<file path="src/core/fpeirq_consts.vh">
// Constants for the flash program/erase event and interrupt register bank
`ifndef FPEIRQ_CONSTS_VH
`define FPEIRQ_CONSTS_VH

`define FPEIRQ_ADDR_W 4
`define FPEIRQ_OFS_STATUS 4'h0
`define FPEIRQ_OFS_CTRL 4'h4
`define FPEIRQ_OFS_EVT 4'h8
`define FPEIRQ_OFS_EVT_EN 4'hC

`define FPEIRQ_BIT_PD_EN 7
`define FPEIRQ_BIT_PD 6
`define FPEIRQ_BIT_PF_EN 5
`define FPEIRQ_BIT_PF 4
`define FPEIRQ_BIT_ED_EN 3
`define FPEIRQ_BIT_ED 2
`define FPEIRQ_BIT_EF_EN 1
`define FPEIRQ_BIT_EF 0
`define FPEIRQ_FLAG_MASK 8'h55
`define FPEIRQ_STATUS_RST 8'h00

`define FPEIRQ_CTRL_RESET_CMD 0
`define FPEIRQ_CTRL_RMW 1

`define FPEIRQ_RESP_OKAY 2'h0
`define FPEIRQ_RESP_SLVERR 2'h2

`endif

</file>
<file path="src/core/fpeirq_status_reg.v">
// Status register core: flags, enables, block state and interrupt
`timescale 1ns/1ps
`include "fpeirq_consts.vh"
module fpeirq_status_reg (
	// Clock and reset
	input wire i_ref_clk,
	input wire i_srst,
	// Software write of the status byte
	input wire i_wr,
	input wire [7:0] i_wdata,
	// Software reset command
	input wire i_reset_cmd,
	// Algorithm end events (synchronised, one-cycle) and synchronised stuck level
	input wire i_prog_end,
	input wire i_erase_end,
	input wire i_stuck,
	// State
	output reg [7:0] o_status,
	output reg o_blocked,
	output reg o_irq
);
	reg [7:0] st_nxt;
	reg blk_nxt;
	wire prog_ok = i_prog_end & ~i_stuck;
	wire prog_bad = i_prog_end & i_stuck;
	wire erase_ok = i_erase_end & ~i_stuck;
	wire erase_bad = i_erase_end & i_stuck;

	always @* begin
		st_nxt = o_status;
		blk_nxt = o_blocked;
		if (i_wr) begin
			// Enables store as written; flags only accept a zero
			st_nxt = (i_wdata & ~`FPEIRQ_FLAG_MASK) |
				(o_status & i_wdata & `FPEIRQ_FLAG_MASK);
			// Clearing a completion flag locks out further operations
			if ((o_status[`FPEIRQ_BIT_PD] & ~i_wdata[`FPEIRQ_BIT_PD]) |
				(o_status[`FPEIRQ_BIT_ED] & ~i_wdata[`FPEIRQ_BIT_ED]))
				blk_nxt = 1'b1;
		end
		if (i_reset_cmd)
			blk_nxt = 1'b0;
		// Hardware events come last so a set beats a same-cycle clear
		if (prog_ok)
			st_nxt[`FPEIRQ_BIT_PD] = 1'b1;
		if (prog_bad) begin
			st_nxt[`FPEIRQ_BIT_PD] = 1'b0;
			st_nxt[`FPEIRQ_BIT_PF] = 1'b1;
			blk_nxt = 1'b1;
		end
		if (erase_ok)
			st_nxt[`FPEIRQ_BIT_ED] = 1'b1;
		if (erase_bad) begin
			st_nxt[`FPEIRQ_BIT_ED] = 1'b0;
			st_nxt[`FPEIRQ_BIT_EF] = 1'b1;
			blk_nxt = 1'b1;
		end
	end

	always @(posedge i_ref_clk) begin
		if (i_srst) begin
			o_status <= `FPEIRQ_STATUS_RST;
			o_blocked <= 1'b0;
			o_irq <= 1'b0;
		end else begin
			o_status <= st_nxt;
			o_blocked <= blk_nxt;
			o_irq <= (st_nxt[`FPEIRQ_BIT_PD] & st_nxt[`FPEIRQ_BIT_PD_EN]) |
				(st_nxt[`FPEIRQ_BIT_PF] & st_nxt[`FPEIRQ_BIT_PF_EN]) |
				(st_nxt[`FPEIRQ_BIT_ED] & st_nxt[`FPEIRQ_BIT_ED_EN]) |
				(st_nxt[`FPEIRQ_BIT_EF] & st_nxt[`FPEIRQ_BIT_EF_EN]);
		end
	end
endmodule // fpeirq_status_reg

</file>
<file path="src/core/fpeirq_top.v">
// AXI4-Lite slave around the flash event status and interrupt register
`timescale 1ns/1ps
`include "fpeirq_consts.vh"
module fpeirq_top (
	// Clock and reset
	input wire i_ref_clk,
	input wire i_srst,
	// AXI4-Lite write address
	input wire i_awvalid,
	output reg o_awready,
	input wire [`FPEIRQ_ADDR_W-1:0] i_awaddr,
	// AXI4-Lite write data
	input wire i_wvalid,
	output reg o_wready,
	input wire [31:0] i_wdata,
	input wire [3:0] i_wstrb,
	// AXI4-Lite write response
	output reg o_bvalid,
	input wire i_bready,
	output reg [1:0] o_bresp,
	// AXI4-Lite read address
	input wire i_arvalid,
	output reg o_arready,
	input wire [`FPEIRQ_ADDR_W-1:0] i_araddr,
	// AXI4-Lite read data
	output reg o_rvalid,
	input wire i_rready,
	output reg [31:0] o_rdata,
	output reg [1:0] o_rresp,
	// Flash algorithm side, asynchronous to this clock
	input wire i_prog_end,
	input wire i_erase_end,
	input wire i_algorithm_stuck_indication,
	// Outputs
	output reg o_op_blocked,
	output reg o_irq
);
	// Three-stage synchronisers; an end event is a rise agreed by stages 2 and 3
	reg [2:0] pe_sync_r;
	reg [2:0] ee_sync_r;
	reg [2:0] st_sync_r;
	reg pe_lvl_r;
	reg ee_lvl_r;
	reg st_lvl_r;
	wire pe_pulse = pe_sync_r[1] & pe_sync_r[2] & ~pe_lvl_r;
	wire ee_pulse = ee_sync_r[1] & ee_sync_r[2] & ~ee_lvl_r;
	// Stuck level also waits for agreement, so a one-stage glitch cannot drop it early
	wire stuck_now = st_lvl_r;

	always @(posedge i_ref_clk) begin
		if (i_srst) begin
			pe_sync_r <= 3'h0;
			ee_sync_r <= 3'h0;
			st_sync_r <= 3'h0;
			pe_lvl_r <= 1'b0;
			ee_lvl_r <= 1'b0;
			st_lvl_r <= 1'b0;
		end else begin
			pe_sync_r <= {pe_sync_r[1:0], i_prog_end};
			ee_sync_r <= {ee_sync_r[1:0], i_erase_end};
			st_sync_r <= {st_sync_r[1:0], i_algorithm_stuck_indication};
			if (pe_sync_r[1] == pe_sync_r[2])
				pe_lvl_r <= pe_sync_r[2];
			if (ee_sync_r[1] == ee_sync_r[2])
				ee_lvl_r <= ee_sync_r[2];
			if (st_sync_r[1] == st_sync_r[2])
				st_lvl_r <= st_sync_r[2];
		end
	end

	// Write channel: address and data latched in either order
	reg aw_held_r;
	reg w_held_r;
	reg [`FPEIRQ_ADDR_W-1:0] aw_addr_r;
	reg [7:0] w_data_r;
	reg w_strb0_r;
	reg ctrl_rmw_r;
	wire aw_take = i_awvalid & o_awready;
	wire w_take = i_wvalid & o_wready;
	wire aw_have = aw_held_r | aw_take;
	wire w_have = w_held_r | w_take;
	wire [`FPEIRQ_ADDR_W-1:0] wr_addr = aw_held_r ? aw_addr_r : i_awaddr;
	wire [7:0] wr_byte = w_held_r ? w_data_r : i_wdata[7:0];
	wire wr_lane0 = w_held_r ? w_strb0_r : i_wstrb[0];
	wire wr_go = aw_have & w_have & ~o_bvalid;
	wire wr_map = (wr_addr == `FPEIRQ_OFS_STATUS) | (wr_addr == `FPEIRQ_OFS_CTRL);
	wire st_wr = wr_go & wr_lane0 & (wr_addr == `FPEIRQ_OFS_STATUS);
	wire ctrl_wr = wr_go & wr_lane0 & (wr_addr == `FPEIRQ_OFS_CTRL);
	wire rst_cmd = ctrl_wr & wr_byte[`FPEIRQ_CTRL_RESET_CMD];

	wire [7:0] status;
	wire blocked;
	wire irq;

	fpeirq_status_reg u_reg (
		.i_ref_clk(i_ref_clk),
		.i_srst(i_srst),
		.i_wr(st_wr),
		.i_wdata(wr_byte),
		.i_reset_cmd(rst_cmd),
		.i_prog_end(pe_pulse),
		.i_erase_end(ee_pulse),
		.i_stuck(stuck_now),
		.o_status(status),
		.o_blocked(blocked),
		.o_irq(irq)
	);

	always @(posedge i_ref_clk) begin
		if (i_srst) begin
			o_awready <= 1'b0;
			o_wready <= 1'b0;
			o_bvalid <= 1'b0;
			o_bresp <= `FPEIRQ_RESP_OKAY;
			aw_held_r <= 1'b0;
			w_held_r <= 1'b0;
			aw_addr_r <= {`FPEIRQ_ADDR_W{1'b0}};
			w_data_r <= 8'h00;
			w_strb0_r <= 1'b0;
			ctrl_rmw_r <= 1'b0;
		end else begin
			o_awready <= ~aw_have & ~o_bvalid;
			o_wready <= ~w_have & ~o_bvalid;
			if (aw_take) begin
				aw_addr_r <= i_awaddr;
				aw_held_r <= 1'b1;
			end
			if (w_take) begin
				w_data_r <= i_wdata[7:0];
				w_strb0_r <= i_wstrb[0];
				w_held_r <= 1'b1;
			end
			if (wr_go) begin
				aw_held_r <= 1'b0;
				w_held_r <= 1'b0;
				o_awready <= 1'b0;
				o_wready <= 1'b0;
				o_bvalid <= 1'b1;
				o_bresp <= wr_map ? `FPEIRQ_RESP_OKAY : `FPEIRQ_RESP_SLVERR;
				if (ctrl_wr)
					ctrl_rmw_r <= wr_byte[`FPEIRQ_CTRL_RMW];
			end else if (o_bvalid & i_bready) begin
				o_bvalid <= 1'b0;
			end
		end
	end

	// Read channel
	reg [31:0] rd_val;
	always @* begin
		rd_val = 32'h0000_0000;
		case (i_araddr)
			`FPEIRQ_OFS_STATUS: begin
				// Read-modify-write mode reads flags as one so a later write keeps them
				rd_val[7:0] = ctrl_rmw_r ? (status | `FPEIRQ_FLAG_MASK) : status;
			end
			`FPEIRQ_OFS_CTRL: rd_val[`FPEIRQ_CTRL_RMW] = ctrl_rmw_r;
			`FPEIRQ_OFS_EVT: begin
				// Zero flags mean idle or busy; block state shown beside them
				rd_val[7:0] = status & `FPEIRQ_FLAG_MASK;
				rd_val[8] = blocked;
			end
			`FPEIRQ_OFS_EVT_EN: rd_val[7:0] = status & ~`FPEIRQ_FLAG_MASK;
			default: rd_val = 32'h0000_0000;
		endcase
	end
	wire rd_map = (i_araddr == `FPEIRQ_OFS_STATUS) | (i_araddr == `FPEIRQ_OFS_CTRL) |
		(i_araddr == `FPEIRQ_OFS_EVT) | (i_araddr == `FPEIRQ_OFS_EVT_EN);

	always @(posedge i_ref_clk) begin
		if (i_srst) begin
			o_arready <= 1'b0;
			o_rvalid <= 1'b0;
			o_rdata <= 32'h0000_0000;
			o_rresp <= `FPEIRQ_RESP_OKAY;
			o_op_blocked <= 1'b0;
			o_irq <= 1'b0;
		end else begin
			o_op_blocked <= blocked;
			o_irq <= irq;
			o_arready <= ~o_rvalid & ~(i_arvalid & o_arready);
			if (i_arvalid & o_arready) begin
				o_rvalid <= 1'b1;
				o_rdata <= rd_val;
				o_rresp <= rd_map ? `FPEIRQ_RESP_OKAY : `FPEIRQ_RESP_SLVERR;
			end else if (o_rvalid & i_rready) begin
				o_rvalid <= 1'b0;
			end
		end
	end
endmodule // fpeirq_top

</file>
<file path="config.mk">
export PLATFORM = sky130hd
export DESIGN_NAME = fpeirq_top
export DESIGN_NICKNAME = d
export VERILOG_FILES = /design/src/core/fpeirq_status_reg.v /design/src/core/fpeirq_top.v
export VERILOG_INCLUDE_DIRS = /design/src /design/src/core
export SDC_FILE = /design/constraint.sdc
export NUM_CORES = 1
export LEC_CHECK = 0
export ABC_CLOCK_PERIOD_IN_PS = 3900
export BUFFER_PORTS_ARGS = -buffer_cell sky130_fd_sc_hd__buf_4
export CAP_MARGIN = 20
export CELL_PAD_IN_SITES_DETAIL_PLACEMENT = 0
export CELL_PAD_IN_SITES_GLOBAL_PLACEMENT = 2
export CORE_MARGIN = 3
export CORE_UTILIZATION = 29
export CTS_BUF_LIST = sky130_fd_sc_hd__clkbuf_4 sky130_fd_sc_hd__clkbuf_8 sky130_fd_sc_hd__clkbuf_16
export DETAILED_ROUTE_END_ITERATION = 7
export GPL_ROUTABILITY_DRIVEN = 0
export PLACE_DENSITY_LB_ADDON = 0.1
export SLEW_MARGIN = 10
export SYNTH_ARGS = -nofsm -noshare
export SYNTH_HDL_FRONTEND = slang
export SYNTH_HIERARCHICAL = 1
export SYNTH_SLANG_ARGS = --single-unit
</file>
<file path="constraint.sdc">
create_clock -name i_ref_clk -period 3.9 [get_ports i_ref_clk]
set_input_delay 0.39 -clock i_ref_clk [delete_from_list [all_inputs] [get_ports i_ref_clk]]
set_output_delay 0.39 -clock i_ref_clk [all_outputs]
set_load 0.03 [all_outputs]
</file>
==> results.txt, run 1 <==
----------------------------------------------------
[Floorplanning]
  Initial Utilization ... 30.2%
  # IOs ... 97
  Core Area ... 0.00785 sq mm
  Die area ... 0.00930 sq mm
  Die outline width ... 96.4 um
  Standard-cell rows ... 32
  Die Height ... 96.4 um

[CTS]
  Clock buffer count from CTS ... 5
  Clock slew at reported path FFs ... 0.10 ns
  Sink Count ... 56
  PostCTS Resize Cnt ... 0
  Number of setup buffers added after CTS ... 0
  H-Tree Level Count ... 2
  Latest clock arrival within the worst-skew pair ... 0.31 ns
  Buffers from clock root to sink, at most ... 2
  Hold buffer count at cts ... 0
  Buffer cell driving the clock tree root ... sky130_fd_sc_hd__clkbuf_8
  CTS tree ... yes

[Yosys]
  Cell type contributing the most total cell area after synthesis ... sky130_fd_sc_hd__dfxtp_1
  Synth warnings ... 6
  Cell types with the largest area share after synthesis ... sky130_fd_sc_hd__dfxtp_1 (47%), sky130_fd_sc_hd__buf_4 (8.2%), sky130_fd_sc_hd__a21oi_1 (5.5%)
  Syn Area/Cell ... 9.19 sq um
  Gate count of the mapped netlist ... 258
  Synth top area share ... 47.3%
  Cell Area, Synth ... 0.00237 sq mm
  Number of distinct library cell variants in the gate-level netlist after synthesis ... 42
  Flip-flop and latch count after synthesis ... 56
  Sequential share of the synthesized area ... 47.3%

[Power]
  Part of the total power dissipated in sequential elements ... 55.5%
  Static leakage ... 0.00110 uW
  Total power after layout ... 1090 uW
  Maximum VDD drop ... 0.146 mV
  Internal power ... 802 uW
  Switching fraction of total power ... 26.7%
  Clock power frac ... 31.3%
  PD cells ... 394 mW/mm^2
  Switching power total ... 292 uW
  Combinational share of power ... 13.2%

[Layout]
  Count of filler cells inserted in the layout ... 851
  Area added between synthesis and finish ... 17.1%
  Post-layout nets ... 354
  Number of inserted diodes ... 0
  Ratio of cells with drive above 1 in the final layout ... 21.1%
  Final design utilization ... 35.4%

[Worst setup path]
  FF-to-FF path depth ... 7
  Max Fanout on Critical Path ... 11
  Arrival time at the worst endpoint ... 2.69 ns
  Startpoint of the most critical setup path ... w_held_r$_SDFFE_PP0P_
  Element type at the critical path end ... register
  Required time of the critical path ... 4.06 ns
  Capture instance of the worst register-to-register path ... u_reg/o_irq$_SDFF_PP0_
  Register-to-register setup slack ... 1.38 ns
  Crit Path Category ... register to register
  Launching element type of the critical path ... register
  Critical register-to-register path startpoint ... w_held_r$_SDFFE_PP0P_
  Setup crit end ... u_reg/o_irq$_SDFF_PP0_

[Global route]
  Wire length of the first global-routing pass ... 7670 um
  Largest net degree at the start of global routing ... 57
  Initial antenna violation count ... 0
  Number of global-route vias before repair ... 1559
  Overall fraction of global-route tracks in use ... 10.7%
  Total congestion overflow after global routing ... 0

[Routing]
  Number of iterations in the first detailed-routing pass ... 4
  Detailed Route WL ... 5030 um
  Vias after detailed routing ... 1755
  Routed WL per cell ... 12.6 um
  Number of vias per cell after detailed routing ... 4.39
  Antenna-violating nets left ... 0
  Violation count after the first detailed-route iteration ... 39
  Total DRC errors in the routed layout ... 0

[STA]
  Post-Route Setup TNS ... 0 ns
  Crit share post-route ... 64.7%
  Unrepaired setup endpoints after global routing ... no
  Headroom to the max-slew limit ... 54.3%
  Minimum setup slack in the final design ... 1.38 ns
  Skew final ... 0.00940 ns
  Max-slew violation count ... 0
  Setup-violating endpoint count in the final report ... 0
  Fin crit period ... 2.52 ns
  Final hold vios ... 0
  Highest Clock Rate ... 396 MHz
  Slew at the pin closest to its max-slew limit ... 0.679 ns

[Placed design]
  DP HPWL ... 3560 um
  Total of buffers placed on input and output ports ... 44
  Worst slack after detailed placement ... 1.33 ns

[Status]
  Result of the run ... completed

[Job]
  Max-cap viol count ... 0

[Min path]
  Worst min-delay path class ... input pin to register

----------------------------------------------------
-- critical path: stages (launching register included) --
cell and delay, ns:
sky130_fd_sc_hd__dfxtp_1 0.65, sky130_fd_sc_hd__a21oi_1 0.14, sky130_fd_sc_hd__or3_4 0.43, sky130_fd_sc_hd__nor2_1 0.11, sky130_fd_sc_hd__and2_1 0.38, sky130_fd_sc_hd__mux2_4 0.35
sky130_fd_sc_hd__a22oi_2 0.22, sky130_fd_sc_hd__a21oi_1 0.09
-- Yosys cell counts --
cell / count
sky130_fd_sc_hd__o21ai_0: 6
sky130_fd_sc_hd__buf_4: 26
sky130_fd_sc_hd__o22ai_2: 1
sky130_fd_sc_hd__a22oi_2: 1
sky130_fd_sc_hd__a211oi_1: 1
sky130_fd_sc_hd__buf_6: 1
sky130_fd_sc_hd__buf_2: 1
sky130_fd_sc_hd__a31oi_1: 1
sky130_fd_sc_hd__a22oi_1: 5
sky130_fd_sc_hd__nor4_1: 3
sky130_fd_sc_hd__nor2_1: 12
sky130_fd_sc_hd__mux2_1: 1
sky130_fd_sc_hd__nor3_1: 6
sky130_fd_sc_hd__o211a_1: 1
sky130_fd_sc_hd__buf_1: 2
sky130_fd_sc_hd__ha_1: 2
sky130_fd_sc_hd__or3_4: 1
sky130_fd_sc_hd__nand4b_1: 1
sky130_fd_sc_hd__mux2_2: 7
sky130_fd_sc_hd__a21oi_1: 26
sky130_fd_sc_hd__nor2b_1: 19
sky130_fd_sc_hd__inv_1: 3
sky130_fd_sc_hd__or4_1: 2
sky130_fd_sc_hd__nor3b_1: 1
sky130_fd_sc_hd__a21o_1: 1
sky130_fd_sc_hd__mux2i_1: 6
sky130_fd_sc_hd__mux2_4: 2
sky130_fd_sc_hd__o21bai_1: 1
sky130_fd_sc_hd__nand2b_1: 8
sky130_fd_sc_hd__nand2_1: 33
sky130_fd_sc_hd__a21boi_0: 1
sky130_fd_sc_hd__dfxtp_1: 56
sky130_fd_sc_hd__o22a_1: 1
sky130_fd_sc_hd__conb_1: 1
sky130_fd_sc_hd__or4b_1: 1
sky130_fd_sc_hd__and2_1: 3
sky130_fd_sc_hd__o22ai_1: 1
sky130_fd_sc_hd__a32oi_1: 1
sky130_fd_sc_hd__xor2_1: 1
sky130_fd_sc_hd__nor4b_1: 1
sky130_fd_sc_hd__nand3_1: 5
sky130_fd_sc_hd__clkbuf_1: 5
-- flip-flops by register name, indices dropped and copies added (netlist names), 3 cells and up --
name and cells:
u_reg/o_status 8, pe_sync_r 3, w_data_r 8, ee_sync_r 3
o_rdata 9, st_sync_r 3, aw_addr_r 4
-- how the worst min path moves through the flow --
stage	start	end	slack, ns	cells past startpoint
floorplan	ee_sync_r[0]$_SDFF_PP0_	ee_sync_r[1]$_SDFF_PP0_	0.41	1
finish	i_arvalid	o_arready$_SDFF_PP0_	0.28	2
global placement	ee_sync_r[0]$_SDFF_PP0_	ee_sync_r[1]$_SDFF_PP0_	0.42	1
global route	i_arvalid	o_arready$_SDFF_PP0_	0.28	2
CTS	i_arvalid	o_arready$_SDFF_PP0_	0.27	2
detailed placement	ee_sync_r[0]$_SDFF_PP0_	ee_sync_r[1]$_SDFF_PP0_	0.43	1
-- cell families after synthesis --
group / synth area share, %
buffers and inverters: 10.5
XOR/XNOR: 0.369
flip-flops: 47.3
AO/OA/AOI/OAI: 12.3
adder cells (fa/ha/maj): 1.05
AND/OR/NAND/NOR: 20.7
other: 0.158
multiplexers: 7.60
-- area by class of cell --
type / instances / area (sq um) / area share, %
clock buffers: 7 / 96.3 / 3.47
flip-flops and latches: 56 / 1120 / 40.3
inverters: 3 / 11.3 / 0.405
repair buffers: 44 / 330 / 11.9
multi-input cells: 188 / 1090 / 39.3
well taps: 102 / 128 / 4.59
-- power by group through the flow --
| stage | clock (uW) | sequential [uW] | combinational [uW] |
|---|---|---|---|
| after floorplan | 0 | 627 | 110 |
| after global placement | 0 | 621 | 146 |
| after detailed placement | 0 | 621 | 146 |
| after CTS | 359 | 608 | 146 |
| after global routing | 378 | 610 | 159 |
| final | 342 | 607 | 145 |
-- metrics by stage --
stage / std cells / cell area, sq um / hold slack, ns
after floorplan: 282 / 2460 / 0.414
after global placement: 393 / 2680 / 0.417
after detailed placement: 393 / 2680 / 0.429
after CTS: 400 / 2780 / 0.270
after global routing: 400 / 2780 / 0.276
final: 400 / 2780 / 0.283
-- metal layers --
layer / share of wire [%] / GRT usage [%]
met1: 49 / 14.3
met2: 44 / 16.6
met3: 5.3 / 2.94
met4: 1.7 / 3.97
met5: 0 / 0
-- cells in the final DEF (no fill, tap or decap), types with 2 or more instances in the layout --
cell type / Yosys / layout
sky130_fd_sc_hd__and2_1: 3 / 3
sky130_fd_sc_hd__nor2_1: 12 / 12
sky130_fd_sc_hd__inv_1: 3 / 3
sky130_fd_sc_hd__nor4_1: 3 / 3
sky130_fd_sc_hd__nand2_1: 33 / 33
sky130_fd_sc_hd__conb_1: 1 / 25
sky130_fd_sc_hd__clkbuf_8: 0 / 7
sky130_fd_sc_hd__mux2_4: 2 / 2
sky130_fd_sc_hd__a22oi_1: 5 / 5
sky130_fd_sc_hd__mux2i_1: 6 / 6
sky130_fd_sc_hd__nor2b_1: 19 / 19
sky130_fd_sc_hd__nand2b_1: 8 / 8
sky130_fd_sc_hd__mux2_2: 7 / 7
sky130_fd_sc_hd__dfxtp_1: 56 / 56
sky130_fd_sc_hd__nor3_1: 6 / 6
sky130_fd_sc_hd__ha_1: 2 / 2
sky130_fd_sc_hd__buf_4: 26 / 44
sky130_fd_sc_hd__a21oi_1: 26 / 26
sky130_fd_sc_hd__or4_1: 2 / 2
sky130_fd_sc_hd__nand3_1: 5 / 5
sky130_fd_sc_hd__o21ai_0: 6 / 6
Note: power is estimated with default switching activity, not from simulation.
==> run 2: changes to the inputs <==
--- a/config.mk
+++ b/config.mk
@@ -6,13 +6,13 @@
 export SDC_FILE = /design/constraint.sdc
 export NUM_CORES = 1
 export LEC_CHECK = 0
-export ABC_CLOCK_PERIOD_IN_PS = 3900
+export ABC_CLOCK_PERIOD_IN_PS = 2200
 export BUFFER_PORTS_ARGS = -buffer_cell sky130_fd_sc_hd__buf_4
 export CAP_MARGIN = 20
 export CELL_PAD_IN_SITES_DETAIL_PLACEMENT = 0
 export CELL_PAD_IN_SITES_GLOBAL_PLACEMENT = 2
 export CORE_MARGIN = 3
-export CORE_UTILIZATION = 29
+export CORE_UTILIZATION = 24
 export CTS_BUF_LIST = sky130_fd_sc_hd__clkbuf_4 sky130_fd_sc_hd__clkbuf_8 sky130_fd_sc_hd__clkbuf_16
 export DETAILED_ROUTE_END_ITERATION = 7
 export GPL_ROUTABILITY_DRIVEN = 0
==> constraint.sdc (replaced) <==
create_clock -name i_ref_clk -period 2.2 [get_ports i_ref_clk]
set_input_delay 0.22 -clock i_ref_clk [delete_from_list [all_inputs] [get_ports i_ref_clk]]
set_output_delay 0.22 -clock i_ref_clk [all_outputs]
set_load 0.03 [all_outputs]
==> results.txt, run 2 (synthesized netlist as in run 1, its figures left out) <==
----------------------------------------------------
[Status]
  Result of the run ... completed

[Power]
  Part of the total power dissipated in sequential elements ... 49.9%
  PD cells ... 718 mW/mm^2
  Internal power ... 1620 uW
  Clock power frac ... 36.2%
  Total power after layout ... 2140 uW
  Static leakage ... 0.00119 uW
  Maximum VDD drop ... 0.337 mV
  Combinational share of power ... 13.9%
  Switching power total ... 526 uW
  Switching fraction of total power ... 24.5%

[Floorplanning]
  Die outline width ... 105 um
  Die area ... 0.0111 sq mm
  # IOs ... 97
  Core Area ... 0.00942 sq mm
  Die Height ... 105 um
  Standard-cell rows ... 35
  Initial Utilization ... 25.2%

[Layout]
  Flip-flop and latch area ... 0.00112 sq mm
  Largest register FFs ... 9
  Area added between synthesis and finish ... 25.7%
  Final design utilization ... 31.7%
  Count of filler cells inserted in the layout ... 1042
  Register with the most flip-flops ... o_rdata
  Post-layout nets ... 370
  Final instance count without filler cells ... 443
  Ratio of cells with drive above 1 in the final layout ... 27.1%
  Area occupied by multi-input gates ... 0.00112 sq mm
  Largest registers ... o_rdata x9, u_reg/o_status x8, w_data_r x8
  Leading cell type in the layout, fill and taps excluded ... sky130_fd_sc_hd__buf_4
  Top library cells by usage in the layout, fill and taps aside ... sky130_fd_sc_hd__buf_4 (59), sky130_fd_sc_hd__dfxtp_1 (55), sky130_fd_sc_hd__nand2_1 (33)
  Number of inserted diodes ... 0

[Global route]
  Total congestion overflow after global routing ... 0
  Largest net degree at the start of global routing ... 57
  Wire length of the first global-routing pass ... 8660 um
  Overall fraction of global-route tracks in use ... 9.71%
  Initial antenna violation count ... 0
  Number of global-route vias before repair ... 1779

[Placed design]
  Placed insts ... 435
  DP HPWL ... 3890 um
  Total of buffers placed on input and output ports ... 44

[CTS]
  Buffers from clock root to sink, at most ... 2
  Sink Count ... 56
  Hold buffer count at cts ... 0
  H-Tree Level Count ... 2
  Buffer cell driving the clock tree root ... sky130_fd_sc_hd__clkbuf_8
  Clock slew at reported path FFs ... 0.10 ns
  Clock buffer count from CTS ... 5
  CTS tree ... yes
  Latest clock arrival within the worst-skew pair ... 0.31 ns

[Worst setup path]
  Max Fanout on Critical Path ... 5
  Crit Path Category ... register to register
  Biggest cell delay along the critical path ... 0.54 ns
  Slowest stage cell, crit path ... sky130_fd_sc_hd__or4b_4
  Launching element type of the critical path ... register
  Required time of the critical path ... 2.37 ns
  Arrival time at the worst endpoint ... 2.36 ns
  Element type at the critical path end ... register
  Critical-path cell list ... or4b_4, a21o_1, nor2_2, and2_4, mux2_4, a22oi_2, a21oi_2

[STA]
  Skew final ... 0.0142 ns
  Headroom to the max-slew limit ... 59.0%
  Highest Clock Rate ... 456 MHz
  Fin crit period ... 2.19 ns
  Setup-violating endpoint count in the final report ... 0
  Slew at the pin closest to its max-slew limit ... 0.614 ns
  Post-Route Setup TNS ... 0 ns
  Final hold vios ... 0
  Crit share post-route ... 99.7%
  Max-slew violation count ... 0
  Unrepaired setup endpoints after global routing ... yes

[Routing]
  Violation count after the first detailed-route iteration ... 65
  Vias after detailed routing ... 1815
  Antenna-violating nets left ... 0
  Number of vias per cell after detailed routing ... 4.10
  Routed WL per cell ... 12.0 um
  Total DRC errors in the routed layout ... 0
  Detailed Route WL ... 5320 um
  Number of iterations in the first detailed-routing pass ... 4

[Min path]
  Worst min-delay path class ... input pin to register

[Job]
  Max-cap viol count ... 0

----------------------------------------------------
-- run 2: path summary, 6_finish.rpt --
| kind | start | cells after the start | slack (ns) | end |
|---|---|---|---|---|
| worst max-delay path | aw_addr_r[3]$_SDFFE_PP0P_ | 7 | 0.006 | u_reg/o_irq$_SDFF_PP0_ |
| worst min-delay path | i_arvalid | 2 | 0.12 | o_arready$_SDFF_PP0_ |
| worst max register to register | aw_addr_r[3]$_SDFFE_PP0P_ | 7 | 0.006 | u_reg/o_irq$_SDFF_PP0_ |
| worst min register to register | ee_sync_r[0]$_SDFF_PP0_ | 1 | 0.44 | ee_sync_r[1]$_SDFF_PP0_ |
-- run 2: cell type report --
| cell class | count | share of cell area [%] |
|---|---|---|
| sequential | 56 | 37.6 |
| clock buffer | 5 | 2.31 |
| tap | 129 | 5.41 |
| inverter | 3 | 0.378 |
| timing repair buffer | 59 | 14.8 |
| clock inverter | 2 | 2.01 |
| multi-input combinational | 189 | 37.4 |
-- run 2: through the flow --
stage / setup WS, ns / area [sq um] / hold slack, ns
4_1_cts: 0.000230 / 2980 / 0.105
6_report: 0.00610 / 2980 / 0.118
5_1_grt: -0.0671 / 2980 / 0.111
3_3_place_gp: -0.0926 / 2840 / 0.423
3_5_place_dp: -0.0894 / 2840 / 0.424
2_1_floorplan: 0.0563 / 2460 / 0.321
-- run 2: power groups by stage --
stage	clock, uW	combinational [uW]	sequential, uW
global placement	0	299	1090
detailed placement	0	297	1090
CTS	815	301	1070
finish	776	298	1070
floorplan	0	194	1110
global route	849	328	1070
-- run 2: worst max-delay path: cells and delay by family, from the launching register on --
kind             cells  cell delay [ns]
AO/OA/AOI/OAI        3             0.53
flip-flops           1             0.32
AND/OR/NAND/NOR      3             0.89
multiplexers         1             0.32
-- run 2: per-layer routing --
metal  vias to the layer above  GRT usage [%]  share of wire (%)
li1                        937              -                  -
met4                         0           2.81               0.83
met2                        41           15.8                 46
met3                         5           2.76                5.0
met5                         -              0                  0
met1                       832           12.5                 48
-- run 2: what timing repair did --
item                       in CTS  in global routing
cloned                          0                  1
gates resized for setup         4                  2
buffers inserted                0                  1
setup endpoints to repair       1                  1
pin swaps                       1                  5
==> run 3: changes to the inputs <==
==> constraint.sdc (replaced) <==
create_clock -name i_ref_clk -period 2.2 [get_ports i_ref_clk]
set_input_delay 0.44 -clock i_ref_clk [delete_from_list [all_inputs] [get_ports i_ref_clk]]
set_output_delay 0.44 -clock i_ref_clk [all_outputs]
set_load 0.03 [all_outputs]
==> results.txt, run 3 (synthesized netlist as in run 1, its figures left out) <==
----------------------------------------------------
[Layout]
  Number of inserted diodes ... 0
  Top library cells by usage in the layout, fill and taps aside ... sky130_fd_sc_hd__buf_4 (60), sky130_fd_sc_hd__dfxtp_1 (54), sky130_fd_sc_hd__nand2_1 (33)
  Post-layout nets ... 370
  Area added between synthesis and finish ... 24.5%
  Register with the most flip-flops ... o_rdata
  Leading cell type in the layout, fill and taps excluded ... sky130_fd_sc_hd__buf_4
  Largest registers ... o_rdata x9, u_reg/o_status x8, w_data_r x8
  Largest register FFs ... 9
  Ratio of cells with drive above 1 in the final layout ... 27.6%

[Routing]
  Detailed Route WL ... 5300 um
  Number of iterations in the first detailed-routing pass ... 4
  DR WL met2 ... 2460 um
  Antenna-violating nets left ... 0
  Vias after detailed routing ... 1828
  Total DRC errors in the routed layout ... 0
  Amount of wire on met3 after detailed routing ... 262 um
  WL met1 ... 2520 um
  Number of vias per cell after detailed routing ... 4.12
  Violation count after the first detailed-route iteration ... 61
  Highest Signal Layer ... met4
  Routed WL per cell ... 11.9 um

[Placed design]
  Total of buffers placed on input and output ports ... 44
  DP HPWL ... 3920 um

[Global route]
  Total congestion overflow after global routing ... 0
  Initial antenna violation count ... 0
  Largest net degree at the start of global routing ... 57
  Overall fraction of global-route tracks in use ... 9.71%
  Wire length of the first global-routing pass ... 8630 um
  Number of global-route vias before repair ... 1760

[STA]
  Post-Route Setup TNS ... 0 ns
  Setup-violating endpoint count in the final report ... 0
  Headroom to the max-slew limit ... 59.4%
  Final hold vios ... 0
  Highest Clock Rate ... 470 MHz
  Skew final ... 0.0110 ns
  Slew at the pin closest to its max-slew limit ... 0.609 ns
  Fin crit period ... 2.13 ns
  Crit share post-route ... 96.7%
  Fin Hold WS ... 0.325 ns
  Max-slew violation count ... 0
  Unrepaired setup endpoints after global routing ... yes

[Worst setup path]
  Register-to-register setup slack ... 0.07 ns
  Element type at the critical path end ... register
  Arrival time at the worst endpoint ... 2.29 ns
  Crit Path Category ... register to register
  Max Fanout on Critical Path ... 9
  Launching element type of the critical path ... register
  Required time of the critical path ... 2.37 ns

[Floorplanning]
  # IOs ... 97
  Initial Utilization ... 25.2%
  Die outline width ... 105 um
  Die Height ... 105 um
  Core Area ... 0.00942 sq mm
  Die area ... 0.0111 sq mm
  Standard-cell rows ... 35

[Power]
  Clock power frac ... 30.8%
  Maximum VDD drop ... 0.272 mV
  Switching fraction of total power ... 27.2%
  PD cells ... 669 mW/mm^2
  Static leakage ... 0.00118 uW
  Internal power ... 1440 uW
  Part of the total power dissipated in sequential elements ... 54.1%
  Switching power total ... 537 uW
  Combinational share of power ... 15.1%

[CTS]
  CTS tree ... yes
  Hold buffer count at cts ... 0
  Buffers from clock root to sink, at most ... 2
  Sink Count ... 56
  Latest clock arrival within the worst-skew pair ... 0.31 ns
  Number of setup buffers added after CTS ... 0
  Buffer cell driving the clock tree root ... sky130_fd_sc_hd__clkbuf_8
  Clock slew at reported path FFs ... 0.10 ns
  H-Tree Level Count ... 2
  Clock buffer count from CTS ... 5

[Status]
  Result of the run ... completed

[Min path]
  Worst min-delay path class ... input pin to register

[Job]
  Max-cap viol count ... 0

----------------------------------------------------
## run 3: repair_timing
action / in CTS / in global routing
setup endpoints to repair: 1 / 1
gates resized for setup: 4 / 3
endpoints found under the hold margin: 0 / 0
pin swaps: 0 / 4
cloned: 0 / 0
## run 3: critical path, cell delays in order, from the launching register on
cell and delay, ns:
sky130_fd_sc_hd__dfxtp_2 0.34, sky130_fd_sc_hd__or4_4 0.51, sky130_fd_sc_hd__a21o_1 0.20, sky130_fd_sc_hd__nor2_1 0.10
sky130_fd_sc_hd__and2_4 0.22, sky130_fd_sc_hd__mux2_4 0.32, sky130_fd_sc_hd__a22oi_2 0.20, sky130_fd_sc_hd__a21oi_2 0.07
## run 3: worst paths after layout
| path | from | to | cells after the start |
|---|---|---|---|
| hold reg to reg | ee_sync_r[0]$_SDFF_PP0_ | ee_sync_r[1]$_SDFF_PP0_ | 1 |
| setup reg to reg | aw_held_r$_SDFFE_PP0P_ | u_reg/o_irq$_SDFF_PP0_ | 7 |
| setup / recovery | aw_held_r$_SDFFE_PP0P_ | u_reg/o_irq$_SDFF_PP0_ | 7 |
| hold / removal | i_arvalid | o_arready$_SDFF_PP0_ | 2 |
## run 3: routing by layer
layer / vias up / track usage, %
met1: 840 / 12.7
met3: 6 / 2.45
met2: 43 / 15.5
li1: 939 / -
met4: 0 / 3.37
met5: - / 0
## run 3: power by group through the flow
stage | Clock (uW) | Combinational, uW | Sequential [uW]
after floorplan | 0 | 194 | 1110
after global placement | 0 | 301 | 1090
after detailed placement | 0 | 300 | 1090
after CTS | 646 | 304 | 1070
after global routing | 687 | 329 | 1070
final | 607 | 299 | 1070
## run 3: area by class of cell
cell class / count / area (sq um)
fill: 1027 / 6460
tap: 129 / 161
clock buffer: 7 / 90.1
sequential: 56 / 1120
clock inverter: 1 / 7.51
multi-input combinational: 188 / 1110
timing repair buffer: 60 / 450
inverter: 3 / 11.3
## run 3: through the flow
step | std cells | setup slack (ns) | power, uW | instance area, sq um | utilization [%]
detailed placement | 437 | -0.258 | 1390 | 2860 | 30.3
floorplan | 282 | 0.0503 | 1310 | 2460 | -
global placement | 437 | -0.280 | 1390 | 2860 | 30.3
finish | 444 | 0.0735 | 1970 | 2950 | 31.4
CTS | 445 | 0.0103 | 2020 | 2970 | 31.5
global route | 444 | -0.00335 | 2090 | 2950 | 31.4
